**src/hw/spare_amp_regs.vh**
```
// constants for the spare amplifier switch monitor
`ifndef SPARE_AMP_REGS_VH
`define SPARE_AMP_REGS_VH

`define CLK_HZ          10000000
`define SLOW_PERIOD_MS  2000
`define FAST_PERIOD_MS  500
`define MS_PER_S        1000

`define NUM_SYS         8
`define NUM_CH          28
`define CH_FLAT         224
`define NUM_MOD         7
`define MOD_FLAT        56
`define CH_PER_MOD      6'h04

`define ADR_CTRL        4'h0
`define ADR_STATUS      4'h1
`define ADR_IRQ_STAT    4'h2
`define ADR_IRQ_MASK    4'h3

`define MODE_SINGLE     2'h0
`define MODE_MULTI      2'h1
`define MODE_EXT        2'h2

`define CTRL_MODE_LSB   0
`define CTRL_RATIO_LSB  4
`define CTRL_NSYS_LSB   8
`define CTRL_RST        11'h000

`define ST_SEV_LSB      0
`define ST_BAD_LSB      8
`define ST_SPARE_LSB    16

`define IRQ_W           3
`define IRQ_SINGLE      0
`define IRQ_UNREC       1
`define IRQ_HEALTHY     2
`define IRQ_RST         3'h0

`define SEV_OK          2'h0
`define SEV_SINGLE      2'h1
`define SEV_UNREC       2'h2

`endif

```
**src/hw/spare_amp_switch_monitor.v**
```verilog
// spare amplifier switch-over controller with wishbone registers
//
// What this block does
// - each channel is judged by its pilot-tone detector ok input
// - all healthy: no relay, no audio switch, no channel led or contact
// - status leds steady on while all configured systems are healthy
// - one defective channel, spare ok: relay, led, contact of that channel
// - audio input switched only in multi-channel mode
// - external tone mode: relays only, no audio switch, no tone generator
// - single recoverable failure: slow blink, 2 s, system contact closed
// - spare alone defective: no substitution, spare contact and led on
// - several defective in one system: only its lowest numbered channel is substituted
// - unrecoverable: fast blink, 0.5 s, system fault contact open
// - spare plus standard defective: no substitution, spare contact and led on
// - leds show worst state of up to eight systems
// - cascaded modules: only first module drives spare contact and system fault, others keep system contact grounded
// - channel and spare contacts open when inactive, grounded when active
// - system contact grounded while healthy or recoverable, open on unrecoverable fault
// - mode and amps-per-spare ratio come from configuration
`include "spare_amp_regs.vh"
`timescale 1ns/10ps
module spare_amp_switch_monitor #(
  parameter [23:0] SLOW_HALF = `CLK_HZ / `MS_PER_S * `SLOW_PERIOD_MS / 2,
  parameter [23:0] FAST_HALF = `CLK_HZ / `MS_PER_S * `FAST_PERIOD_MS / 2
) (
  input  wire                 clk_i,            // 10 mhz clock
  input  wire                 nrst_i,           // async reset, active low
  input  wire                 wb_cyc_i,         // wishbone cycle
  input  wire                 wb_stb_i,         // wishbone strobe
  input  wire                 wb_we_i,          // wishbone write
  input  wire [3:0]           wb_sel_i,         // wishbone byte selects
  input  wire [5:0]           wb_adr_i,         // wishbone byte address
  input  wire [31:0]          wb_dat_i,         // wishbone write data
  output wire [31:0]          wb_dat_o,         // wishbone read data
  output wire                 wb_ack_o,         // wishbone ack
  input  wire [`CH_FLAT-1:0]  ch_ok_i,          // pilot tone seen, per channel
  input  wire [`NUM_SYS-1:0]  spare_ok_i,       // pilot tone seen on spare
  output wire [`CH_FLAT-1:0]  relay_o,          // output relay energised
  output wire [`CH_FLAT-1:0]  audio_sw_o,       // audio input to spare
  output wire [`CH_FLAT-1:0]  fault_led_o,      // channel fault led
  output wire [`CH_FLAT-1:0]  fault_gnd_o,      // channel fault contact grounded
  output wire [`MOD_FLAT-1:0] spare_led_o,      // spare fault led per module
  output wire [`MOD_FLAT-1:0] spare_gnd_o,      // spare contact grounded per module
  output wire [`MOD_FLAT-1:0] spare_system_fault_contact_o, // grounded when ok
  output wire [`NUM_SYS-1:0]  tone_gen_o,       // internal pilot tone enabled
  output wire                 led_front_o,      // front status led
  output wire                 led_rear_o,       // rear status led
  output wire                 irq_o             // level interrupt
);

  reg                 rst_s1_q;
  reg                 rst_s2_q;
  wire                rst_n;
  reg  [10:0]         ctrl_q;
  reg  [`IRQ_W-1:0]   irq_stat_q;
  reg  [`IRQ_W-1:0]   irq_mask_q;
  reg                 irq_q;
  reg                 ack_q;
  reg  [31:0]         dat_q;
  reg  [`CH_FLAT-1:0] ok_q;
  reg  [`NUM_SYS-1:0] spare_ok_q;
  reg  [`CH_FLAT-1:0] relay_q;
  reg  [`CH_FLAT-1:0] audio_q;
  reg  [`CH_FLAT-1:0] led_q;
  reg  [`CH_FLAT-1:0] gnd_q;
  reg  [`MOD_FLAT-1:0] sp_led_q;
  reg  [`MOD_FLAT-1:0] sp_gnd_q;
  reg  [`MOD_FLAT-1:0] sys_gnd_q;
  reg  [`NUM_SYS-1:0] tone_q;
  reg  [23:0]         slow_cnt_q;
  reg  [23:0]         fast_cnt_q;
  reg                 slow_ph_q;
  reg                 fast_ph_q;
  reg                 status_led_q;
  reg                 single_prev_q;
  reg                 unrec_prev_q;
  reg                 healthy_prev_q;

  wire [1:0]          mode;
  wire [2:0]          ratio;
  wire [2:0]          nsys;
  wire [5:0]          ch_lim;
  wire [`NUM_CH-1:0]  ch_en;
  wire [`CH_FLAT-1:0] sub_d;
  wire [`MOD_FLAT-1:0] sp_d;
  wire [`MOD_FLAT-1:0] sys_gnd_d;
  wire [`NUM_SYS-1:0] act;
  wire [`NUM_SYS-1:0] sp_def;
  wire [`NUM_SYS-1:0] single_v;
  wire [`NUM_SYS-1:0] unrec_v;
  wire                single_any;
  wire                unrec_any;
  wire                healthy;
  wire                wb_req;
  wire                wb_wr;
  wire [3:0]          wb_idx;
  wire [`IRQ_W-1:0]   irq_ev;
  wire [`IRQ_W-1:0]   irq_clr;
  wire [`IRQ_W-1:0]   irq_stat_d;
  wire [1:0]          worst;
  wire                multi;
  wire                ext;
  wire                wb_rd;
  wire                ev_single;
  wire                ev_unrec;
  wire                ev_healthy;
  wire [`CH_FLAT-1:0] audio_d;
  wire [`NUM_SYS-1:0] tone_d;
  reg  [31:0]         rd_d;

  // reset release through two flops
  always @(posedge clk_i or negedge nrst_i) begin
    if (!nrst_i) begin
      rst_s1_q <= 1'b0;
      rst_s2_q <= 1'b0;
    end else begin
      rst_s1_q <= 1'b1;
      rst_s2_q <= rst_s1_q;
    end
  end
  assign rst_n = rst_s2_q;

  // configuration fields
  assign mode   = ctrl_q[`CTRL_MODE_LSB +: 2];
  assign ratio  = ctrl_q[`CTRL_RATIO_LSB +: 3];
  assign nsys   = ctrl_q[`CTRL_NSYS_LSB +: 3];
  assign ch_lim = {1'b0, ratio, 2'b00} + `CH_PER_MOD;
  assign multi  = (mode == `MODE_MULTI);
  assign ext    = (mode == `MODE_EXT) || (mode == 2'h3);

  genvar c;
  generate
    for (c = 0; c < `NUM_CH; c = c + 1) begin : g_ch
      assign ch_en[c] = (c < ch_lim);
    end
  endgenerate

  // per system: defective set, lowest candidate, severity
  genvar s;
  generate
    for (s = 0; s < `NUM_SYS; s = s + 1) begin : g_sys
      wire [`NUM_CH-1:0] def;
      wire [`NUM_CH-1:0] low;
      wire               more;
      wire               any;
      assign act[s]    = (s <= nsys);
      assign def       = ~ok_q[s*`NUM_CH +: `NUM_CH] & ch_en & {`NUM_CH{act[s]}};
      assign low       = def & (~def + 28'h0000001);
      assign more      = |(def & ~low);
      assign any       = |def;
      assign sp_def[s] = ~spare_ok_q[s] & act[s];
      assign unrec_v[s]  = more | (sp_def[s] & any);
      assign single_v[s] = ~unrec_v[s] & (any | sp_def[s]);
      // spare defective blocks any substitution
      assign sub_d[s*`NUM_CH +: `NUM_CH] = sp_def[s] ? 28'h0000000 : low;
      // only the first module of a system carries spare contact and system fault, the others hold the system contact grounded
      assign sp_d[s*`NUM_MOD +: `NUM_MOD] = {6'h00, sp_def[s]};
      assign sys_gnd_d[s*`NUM_MOD +: `NUM_MOD] =
        {{6{act[s]}}, act[s] & ~unrec_v[s]};
    end
  endgenerate

  assign single_any = |single_v;
  assign unrec_any  = |unrec_v;
  assign healthy    = ~single_any & ~unrec_any;
  assign worst      = unrec_any ? `SEV_UNREC : (single_any ? `SEV_SINGLE : `SEV_OK);

  assign audio_d = multi ? sub_d : {`CH_FLAT{1'b0}};
  assign tone_d  = ext ? {`NUM_SYS{1'b0}} : act;

  // health inputs, sampled every cycle
  always @(posedge clk_i or negedge nrst_i) begin
    if (!nrst_i) begin
      ok_q       <= {`CH_FLAT{1'b1}};
      spare_ok_q <= {`NUM_SYS{1'b1}};
    end else if (!rst_n) begin
      ok_q       <= {`CH_FLAT{1'b1}};
      spare_ok_q <= {`NUM_SYS{1'b1}};
    end else begin
      ok_q       <= ch_ok_i;
      spare_ok_q <= spare_ok_i;
    end
  end

  // channel relays, audio switches, leds and contacts, refreshed every cycle
  always @(posedge clk_i or negedge nrst_i) begin
    if (!nrst_i) begin
      relay_q <= {`CH_FLAT{1'b0}};
      audio_q <= {`CH_FLAT{1'b0}};
      led_q   <= {`CH_FLAT{1'b0}};
      gnd_q   <= {`CH_FLAT{1'b0}};
    end else if (!rst_n) begin
      relay_q <= {`CH_FLAT{1'b0}};
      audio_q <= {`CH_FLAT{1'b0}};
      led_q   <= {`CH_FLAT{1'b0}};
      gnd_q   <= {`CH_FLAT{1'b0}};
    end else begin
      relay_q <= sub_d;
      audio_q <= audio_d;
      led_q   <= sub_d;
      gnd_q   <= sub_d;
    end
  end

  // spare and system contacts per module, tone generators
  always @(posedge clk_i or negedge nrst_i) begin
    if (!nrst_i) begin
      sp_led_q  <= {`MOD_FLAT{1'b0}};
      sp_gnd_q  <= {`MOD_FLAT{1'b0}};
      sys_gnd_q <= {`MOD_FLAT{1'b0}};
      tone_q    <= {`NUM_SYS{1'b0}};
    end else if (!rst_n) begin
      sp_led_q  <= {`MOD_FLAT{1'b0}};
      sp_gnd_q  <= {`MOD_FLAT{1'b0}};
      sys_gnd_q <= {`MOD_FLAT{1'b0}};
      tone_q    <= {`NUM_SYS{1'b0}};
    end else begin
      sp_led_q  <= sp_d;
      sp_gnd_q  <= sp_d;
      sys_gnd_q <= sys_gnd_d;
      tone_q    <= tone_d;
    end
  end

  // slow blink divider, free running from reset
  always @(posedge clk_i or negedge nrst_i) begin
    if (!nrst_i) begin
      slow_cnt_q <= 24'h000000;
      slow_ph_q  <= 1'b0;
    end else if (slow_cnt_q >= SLOW_HALF - 24'h000001) begin
      slow_cnt_q <= 24'h000000;
      slow_ph_q  <= ~slow_ph_q;
    end else begin
      slow_cnt_q <= slow_cnt_q + 24'h000001;
    end
  end

  // fast blink divider, free running from reset
  always @(posedge clk_i or negedge nrst_i) begin
    if (!nrst_i) begin
      fast_cnt_q <= 24'h000000;
      fast_ph_q  <= 1'b0;
    end else if (fast_cnt_q >= FAST_HALF - 24'h000001) begin
      fast_cnt_q <= 24'h000000;
      fast_ph_q  <= ~fast_ph_q;
    end else begin
      fast_cnt_q <= fast_cnt_q + 24'h000001;
    end
  end

  // status led picks the phase of the worst severity, registered
  always @(posedge clk_i or negedge nrst_i) begin
    if (!nrst_i) begin
      status_led_q <= 1'b0;
    end else if (!rst_n) begin
      status_led_q <= 1'b0;
    end else if (unrec_any) begin
      status_led_q <= fast_ph_q;
    end else if (single_any) begin
      status_led_q <= slow_ph_q;
    end else begin
      status_led_q <= 1'b1;
    end
  end

  // wishbone slave, one wait state, ack for every address
  assign wb_req  = wb_cyc_i & wb_stb_i & ~ack_q;
  assign wb_wr   = wb_req & wb_we_i;
  assign wb_idx  = wb_adr_i[5:2];
  assign wb_rd      = wb_req & ~wb_we_i;
  assign ev_single  = single_any & ~single_prev_q;
  assign ev_unrec   = unrec_any & ~unrec_prev_q;
  assign ev_healthy = healthy & ~healthy_prev_q;
  assign irq_ev     = {ev_healthy, ev_unrec, ev_single};
  assign irq_clr = (wb_wr && wb_idx == `ADR_IRQ_STAT && wb_sel_i[0]) ?
                   wb_dat_i[`IRQ_W-1:0] : `IRQ_RST;
  // a new event wins over a clear in the same cycle
  assign irq_stat_d = (irq_stat_q & ~irq_clr) | irq_ev;

  // interrupt status and severity history
  always @(posedge clk_i or negedge nrst_i) begin
    if (!nrst_i) begin
      irq_stat_q     <= `IRQ_RST;
      irq_q          <= 1'b0;
      single_prev_q  <= 1'b0;
      unrec_prev_q   <= 1'b0;
      healthy_prev_q <= 1'b1;
    end else if (!rst_n) begin
      irq_stat_q     <= `IRQ_RST;
      irq_q          <= 1'b0;
      single_prev_q  <= 1'b0;
      unrec_prev_q   <= 1'b0;
      healthy_prev_q <= 1'b1;
    end else begin
      single_prev_q  <= single_any;
      unrec_prev_q   <= unrec_any;
      healthy_prev_q <= healthy;
      irq_stat_q     <= irq_stat_d;
      irq_q          <= |(irq_stat_d & irq_mask_q);
    end
  end

  // one wait state: ack follows a taken request for exactly one cycle
  always @(posedge clk_i or negedge nrst_i) begin
    if (!nrst_i) begin
      ack_q <= 1'b0;
    end else if (!rst_n) begin
      ack_q <= 1'b0;
    end else begin
      ack_q <= wb_req;
    end
  end

  // read data of the addressed register
  always @* begin
    rd_d = 32'h00000000;
    case (wb_idx)
      `ADR_CTRL: begin
        rd_d = {21'h000000, ctrl_q};
      end
      `ADR_STATUS: begin
        rd_d = {8'h00, sp_def, (single_v | unrec_v), 6'h00, worst};
      end
      `ADR_IRQ_STAT: begin
        rd_d = {29'h00000000, irq_stat_q};
      end
      `ADR_IRQ_MASK: begin
        rd_d = {29'h00000000, irq_mask_q};
      end
      default: begin
        rd_d = 32'h00000000;
      end
    endcase
  end

  // register writes and read data capture
  always @(posedge clk_i or negedge nrst_i) begin
    if (!nrst_i) begin
      ctrl_q     <= `CTRL_RST;
      irq_mask_q <= `IRQ_RST;
      dat_q      <= 32'h00000000;
    end else if (!rst_n) begin
      ctrl_q     <= `CTRL_RST;
      irq_mask_q <= `IRQ_RST;
      dat_q      <= 32'h00000000;
    end else begin
      if (wb_wr && wb_idx == `ADR_CTRL) begin
        if (wb_sel_i[0]) begin
          ctrl_q[7:0] <= wb_dat_i[7:0];
        end
        if (wb_sel_i[1]) begin
          ctrl_q[10:8] <= wb_dat_i[10:8];
        end
      end
      if (wb_wr && wb_idx == `ADR_IRQ_MASK && wb_sel_i[0]) begin
        irq_mask_q <= wb_dat_i[`IRQ_W-1:0];
      end
      if (wb_rd) begin
        dat_q <= rd_d;
      end
    end
  end

  assign wb_dat_o    = dat_q;
  assign wb_ack_o    = ack_q;
  assign relay_o     = relay_q;
  assign audio_sw_o  = audio_q;
  assign fault_led_o = led_q;
  assign fault_gnd_o = gnd_q;
  assign spare_led_o = sp_led_q;
  assign spare_gnd_o = sp_gnd_q;
  assign spare_system_fault_contact_o = sys_gnd_q;
  assign tone_gen_o  = tone_q;
  assign led_front_o = status_led_q;
  assign led_rear_o  = status_led_q;
  assign irq_o       = irq_q;

endmodule

```
**config.mk**
```make
export PLATFORM = sky130hd
export DESIGN_NAME = spare_amp_switch_monitor
export DESIGN_NICKNAME = d
export VERILOG_FILES = /design/src/hw/spare_amp_switch_monitor.v
export VERILOG_INCLUDE_DIRS = /design/src /design/src/hw
export SDC_FILE = /design/constraint.sdc
export NUM_CORES = 1
export LEC_CHECK = 0
export BUFFER_PORTS_ARGS = -buffer_cell sky130_fd_sc_hd__buf_2
export CAP_MARGIN = 5
export CORE_AREA = 2 2 533 535
export DETAILED_ROUTE_END_ITERATION = 7
export DIE_AREA = 0 0 535 537
export MAX_ROUTING_LAYER = met4
export SYNTH_ARGS = -nofsm -noshare
export SYNTH_HDL_FRONTEND = slang
export SYNTH_SLANG_ARGS = --single-unit
```
**constraint.sdc**
```tcl
create_clock -name clk_i -period 4.11 [get_ports clk_i]
set_clock_uncertainty 0.1 [all_clocks]
set_input_delay 0.2055 -clock clk_i [delete_from_list [all_inputs] [get_ports clk_i]]
set_output_delay 0.2055 -clock clk_i [all_outputs]
set_load 0.1 [all_outputs]
```
==> impl_metrics.ini, run 1 <==
[clock_network]
cts_sinks = 811
cts_made_buffers = 107
insertion_delay_ps = 850
cts-root-buf = clkbuf_16
htreeDepth = 3
cts_buffer_depth = 4
clk_pin_slew_worst_paths_ps = 60
cts_tree = built

[critical_path]
reg2reg_depth = 16
critPathArrivalTime_ps = 4850
worstSetupPathType = flop to flop
worstSetupStartpointType = flop
cp.required_ps = 4700
reg2reg_slack_ps = -150
end_kind = flop
crit_fanout = 6

[finish]
multi_input_area_um2 = 14040
final_layout_size_suffix_gt1_share_pct = 42.98
fill_cells = 30640
layout_common_cells = buf_2, dfrtp_1, buf_4
final_common_cell = buf_2
stdcell_count = 9340
fin_nets = 5743
seq_area_um2 = 20600
area_delta_synth_final_pct = 50.28
final_area_um2 = 58400

[timing]
worst_slack_ps = -149.7
finalMaxSlewViolations = 0
max_slew.worst_pin.slew_ps = 1082
setup_violations = 5
max-slew-margin-rel_pct = 27.11
final.setup.tns_ps = -577.5
period_needed_ps = 4260
fin_crit_sh_pct = 103.6
hold_viol = 0
rsz0062_at_grt = yes
fmax_mhz = 234.8

[grt]
grt_max_degree = 145
grt_pass1_wl_um = 364900
grt_pass1_vias = 36830
track_usage_pct = 19.87
antenna_found_initial = 97
gr-total-overflow = 0

[synth]
async_flop_share_pct = 100.0
synth_cell_type_count = 102
syn-instance-count = 3819
ys_seq_area_share_pct = 52.97
ys_seq_elements = 811
ys_warn_count = 0
syn_area_um2 = 38860
synth_edf_count = 0
synth_flop_cell = dfrtp_1
synth.avg_cell_area_um2 = 10.18

[place]
numPortBuffers = 1257
dpl-instance-area_um2 = 49480
hpwl_um = 235900
dp_cells = 8635
gp_congestion = 0.9296

[power_and_ir_drop]
peakVddDrop_uv = 254.5
leakagePower_uw = 0.02825
power.density_nw_per_um2 = 347.0

[floorplanning]
die_w_um = 535
initial_utilization_pct = 13.82
die_area_um2 = 287300
pin_count = 1387
rows = 195
die_h_um = 537
coreArea_um2 = 281300

[detailed_routing]
drcViolationCount = 0
drt-initial-drc-count = 3092
dr_total_vias = 37350
ant_nets = 0
firstDrtPassIters = 7
via_per_inst = 3.999
post_drt_wl_per_cell_um = 30.82
wl_um = 287800

[worst_hold_path]
holdPathStages = 3
hold_class = input pin to flop

[run]
maxCapViolations = 0

[outcome]
violations = setup timing
outcome = finished with violations
routing by layer:
metal / up-vias / global-route usage, % / part of all wire, %
met5: - / - / 0
met4: 0 / 7.572 / 4.7
met3: 461 / 4.892 / 7.7
met2: 2093 / 31.07 / 45
met1: 18760 / 24.59 / 42
li1: 16040 / - / -
flip-flops by register name (all words and copies together), names as in the netlist, 3 cells and up:
name                          cells
ok_q                            224
ctrl_q                           11
slow_cnt_q                       24
spare_ok_q                        8
audio_sw_o                      224
irq_stat_q                        3
fast_cnt_q                       24
irq_mask_q                        3
spare_gnd_o                       8
fault_gnd_o                     224
wb_dat_o                         24
tone_gen_o                        8
spare_system_fault_contact_o     16
report_power, final:
| group | switching [µW] | leakage [µW] | internal, µW |
|---|---|---|---|
| sequential | 296 | 0.0105 | 8230 |
| clock | 4060 | 0.00172 | 5580 |
| combinational | 1390 | 0.0160 | 715 |
what timing repair did:
action / 4_1_cts / 5_1_grt
endpoints found under the setup margin: 14 / 12
hold buffers: 402 / 0
setup buffers: 42 / 15
hold endpoints to repair: 745 / 0
cloned: 1 / 0
resized for setup: 108 / 60
pin swaps: 44 / 10
final timing paths:
path,start,to
setup / recovery,ctrl_q[5],led_front_o
hold / removal,ch_ok_i[213],ok_q[213]
setup reg to reg,ctrl_q[5],led_front_o
hold reg to reg,rst_s1_q,rst_n
max in group asynchronous,nrst_i,audio_sw_o[137]
min in group asynchronous,nrst_i,ok_q[103]
synthesized netlist by cell type, types with 9 or more instances:
cell       instances  area [µm²]
a2111oi_0         18       157.7
a211oi_1          35       262.8
a21o_1            11       82.58
a21oi_1          112       560.5
a221oi_1          13       113.9
a22oi_1           18       135.1
a311oi_1          18       157.7
a31oi_1           33       206.5
a32oi_1            9       78.83
and2_1           107       669.4
and3_1            41       256.5
buf_1             15       56.30
buf_2             20       100.1
buf_4            607        4557
clkbuf_1         134       503.0
dfrtp_1          578       14460
dfstp_2          233        6122
inv_1             46       172.7
maj3_1            11       110.1
mux2i_1           18       180.2
nand2_1          244       915.9
nand2b_1         249        1558
nand3_1           99       495.5
nand4_1           52       325.3
nor2_1           303        1137
nor3_1           202        1011
nor3b_1           30       225.2
nor4_1           140       875.8
nor4b_1            9       78.83
o211ai_1          15       112.6
o21a_1             9       67.56
o21ai_0           70       350.3
o221ai_1           9       78.83
o22ai_1           30       187.7
o31ai_1            9       67.56
o41ai_1           10       87.58
or2_2             10       62.56
or3_1             26       162.7
xnor2_1           23       201.4
xor2_1            20       175.2
worst max-delay path, cell delays in order, from the launching register on:
cell	delay, ps
dfrtp_2	440
ha_4	200
buf_2	170
or2_4	270
o21ai_4	100
buf_12	150
buf_12	140
a22o_1	200
and2_1	170
a21oi_1	70
or4_1	540
or4_4	650
nor4b_4	380
nand3_2	190
buf_4	190
nor2_4	110
a221oi_1	80
through the flow:
step | utilization, % | total power, µW | worst slack [ps] | hold slack, ps
finish | 20.76 | 20270 | -149.7 | 69.42
global route | 20.74 | 21020 | -330.6 | 30.78
CTS | 20.57 | 20570 | -96.44 | 2.929
detailed placement | 17.59 | 10390 | -834.4 | 72.92
global placement | 17.59 | 10400 | -854.8 | 57.50
floorplan | - | 9554 | 118.3 | -190.1
cells by family after synthesis:
group / after synthesis / synth area share, %
other: 2 / 0.01932
AOI/OAI and AO/OA: 538 / 9.935
xor gates and xnor gates: 43 / 0.9690
muxes: 18 / 0.4636
DFF: 811 / 52.97
and+or+nand+nor: 1562 / 21.17
adders and majority gates: 16 / 0.4443
buffers and inverters: 829 / 14.03
final cells by class:
cell class                 instances  share of cell area, %
antenna                           53                 0.2271
clock buffer                     138                  5.011
clock inverter                    56                  1.058
inverter                          48                 0.3149
multi-input combinational       2284                  24.04
sequential                       811                  35.27
tap                             3743                  8.019
timing repair buffer            2207                  26.07
(Power assumes the default switching activity.)
==> run 2, diff against run 1 <==
--- a/config.mk
+++ b/config.mk
@@ -11,6 +11,7 @@
 export CORE_AREA = 2 2 533 535
 export DETAILED_ROUTE_END_ITERATION = 7
 export DIE_AREA = 0 0 535 537
+export GPL_TIMING_DRIVEN = 0
 export MAX_ROUTING_LAYER = met4
 export SYNTH_ARGS = -nofsm -noshare
 export SYNTH_HDL_FRONTEND = slang
==> impl_metrics.ini, run 2 (same netlist as run 1, synthesis figures left out) <==
[timing]
finalMaxSlewViolations = 0
worst_slack_ps = -469.7
rsz0062_at_grt = yes
hold_viol = 0
setup_violations = 21
fin_crit_sh_pct = 111.4
max_slew.worst_pin.slew_ps = 1327
max-slew-margin-rel_pct = 10.69
period_needed_ps = 4580
fmax_mhz = 218.4

[detailed_routing]
drt-initial-drc-count = 3199
drcViolationCount = 0
via_per_inst = 4.004
firstDrtPassIters = 5
dr_total_vias = 38810
post_drt_wl_per_cell_um = 32.69
ant_nets = 0
wl_um = 316900

[floorplanning]
die_area_um2 = 287300
pin_count = 1387
die_w_um = 535
initial_utilization_pct = 13.82
rows = 195
coreArea_um2 = 281300
die_h_um = 537

[power_and_ir_drop]
leakagePower_uw = 0.03022
power.density_nw_per_um2 = 335.0
peakVddDrop_uv = 285.6
total_power_uw = 20530

[clock_network]
clk_pin_slew_worst_paths_ps = 70
cts_made_buffers = 110
htreeDepth = 3
cts_sinks = 811
cts-root-buf = clkbuf_16
cts_buffer_depth = 4
insertion_delay_ps = 860
cts_tree = built

[finish]
fill_cells = 30680
area_delta_synth_final_pct = 57.71
seq_area_um2 = 20600
post-route-util_pct = 21.79
final_layout_size_suffix_gt1_share_pct = 45.65
fin_nets = 6101
final_common_cell = buf_2
layout_common_cells = buf_2, buf_4, dfrtp_1
multi_input_area_um2 = 14330

[grt]
grt_pass1_vias = 37680
track_usage_pct = 21.88
antenna_found_initial = 106
grt_pass1_wl_um = 395500
grt_max_degree = 126
gr-total-overflow = 0

[critical_path]
reg2reg_depth = 18
rr_endpoint = irq_o
end_kind = flop
worstSetupPathType = flop to flop
cp.required_ps = 4710
r2r_start = ctrl_q[4]
reg2reg_slack_ps = -470
worstSetupStartpointType = flop
crit_fanout = 11
critPathArrivalTime_ps = 5180

[outcome]
violations = setup timing
outcome = finished with violations

[place]
numPortBuffers = 1255
gp_congestion = 0.9251
hpwl_um = 258300

[run]
maxCapViolations = 0

[worst_hold_path]
hold_class = input pin to asynchronous set/reset pin
==> run 2: cell count changes in the layout (fill, tap and decap cells not counted), sizes merged <==
cell / change
clkbuf: +133
inv: +1
bufinv: -2
dlygate4sd3: -14
clkinv: +4
diode: -8
bufbuf: -1
clkdlybuf4s18: +1
buf: +240
==> run 2: how the worst max path moves through the flow <==
stage / startpoint / to / slack [ps]
after floorplan: ctrl_q[4] / irq_o / 120
after global placement: nrst_i / spare_system_fault_contact_o[49] / -16290
after detailed placement: ctrl_q[4] / irq_o / -3550
after CTS: ctrl_q[4] / irq_o / -410
after global routing: ctrl_q[4] / irq_o / -510
final: ctrl_q[4] / irq_o / -470
==> run 2: final cells by class <==
class	count	share of cell area, %
sequential	811	33.60
multi-input combinational	2284	23.38
timing repair buffer	1788	19.34
buffer	774	9.504
tap	3743	7.640
clock buffer	142	4.981
clock inverter	59	1.012
inverter	48	0.3572
antenna	45	0.1837
==> run 2: layer usage <==
layer  wire [µm]  up-vias  track usage, %
li1            -    16780               -
met1      133000    19250           26.70
met2      144700     2288           34.58
met3       24600      496           5.433
met4       14540        0           8.510
met5           0        -               -
==> run 2: what timing repair did <==
action	in CTS	in global routing
pin swaps	37	37
buffers inserted	79	32
hold endpoints to repair	565	0
hold buffers	388	0
gates cloned	1	0
endpoints found under the setup margin	502	39
resized for setup	319	90
==> run 2: power by group <==
group	switching [µW]	internal (µW)	leakage (µW)
clock network	4240	5690	0.00179
registers	264	8230	0.0105
logic	1400	712	0.0179
total	5910	14600	0.0302
==> run 2: critical path: stages, from the launching register on <==
cell	delay, ps
dfrtp_2	460
ha_2	240
buf_6	170
or2_4	300
o21ai_4	110
buf_6	160
buf_12	220
buf_16	220
a221oi_1	140
a21oi_1	220
o32ai_1	120
nor4_1	420
nand4_1	140
buf_4	200
nor3b_4	460
a2111o_1	180
and4b_2	280
buf_6	140
o221ai_2	130
==> run 2: per-stage QoR <==
stage	instances	setup WS [ps]	TNS, ps	hold WS, ps	cell area [µm²]
finish	9694	-469.7	-3603	37.27	61300
global route	9676	-505.2	-4947	46.86	61250
CTS	9620	-407.3	-4203	0.3231	60580
detailed placement	8956	-3548	-630440	196.1	50960
global placement	8922	-16290	-	231.3	50220
floorplan	3924	118.3	0	-190.1	39260
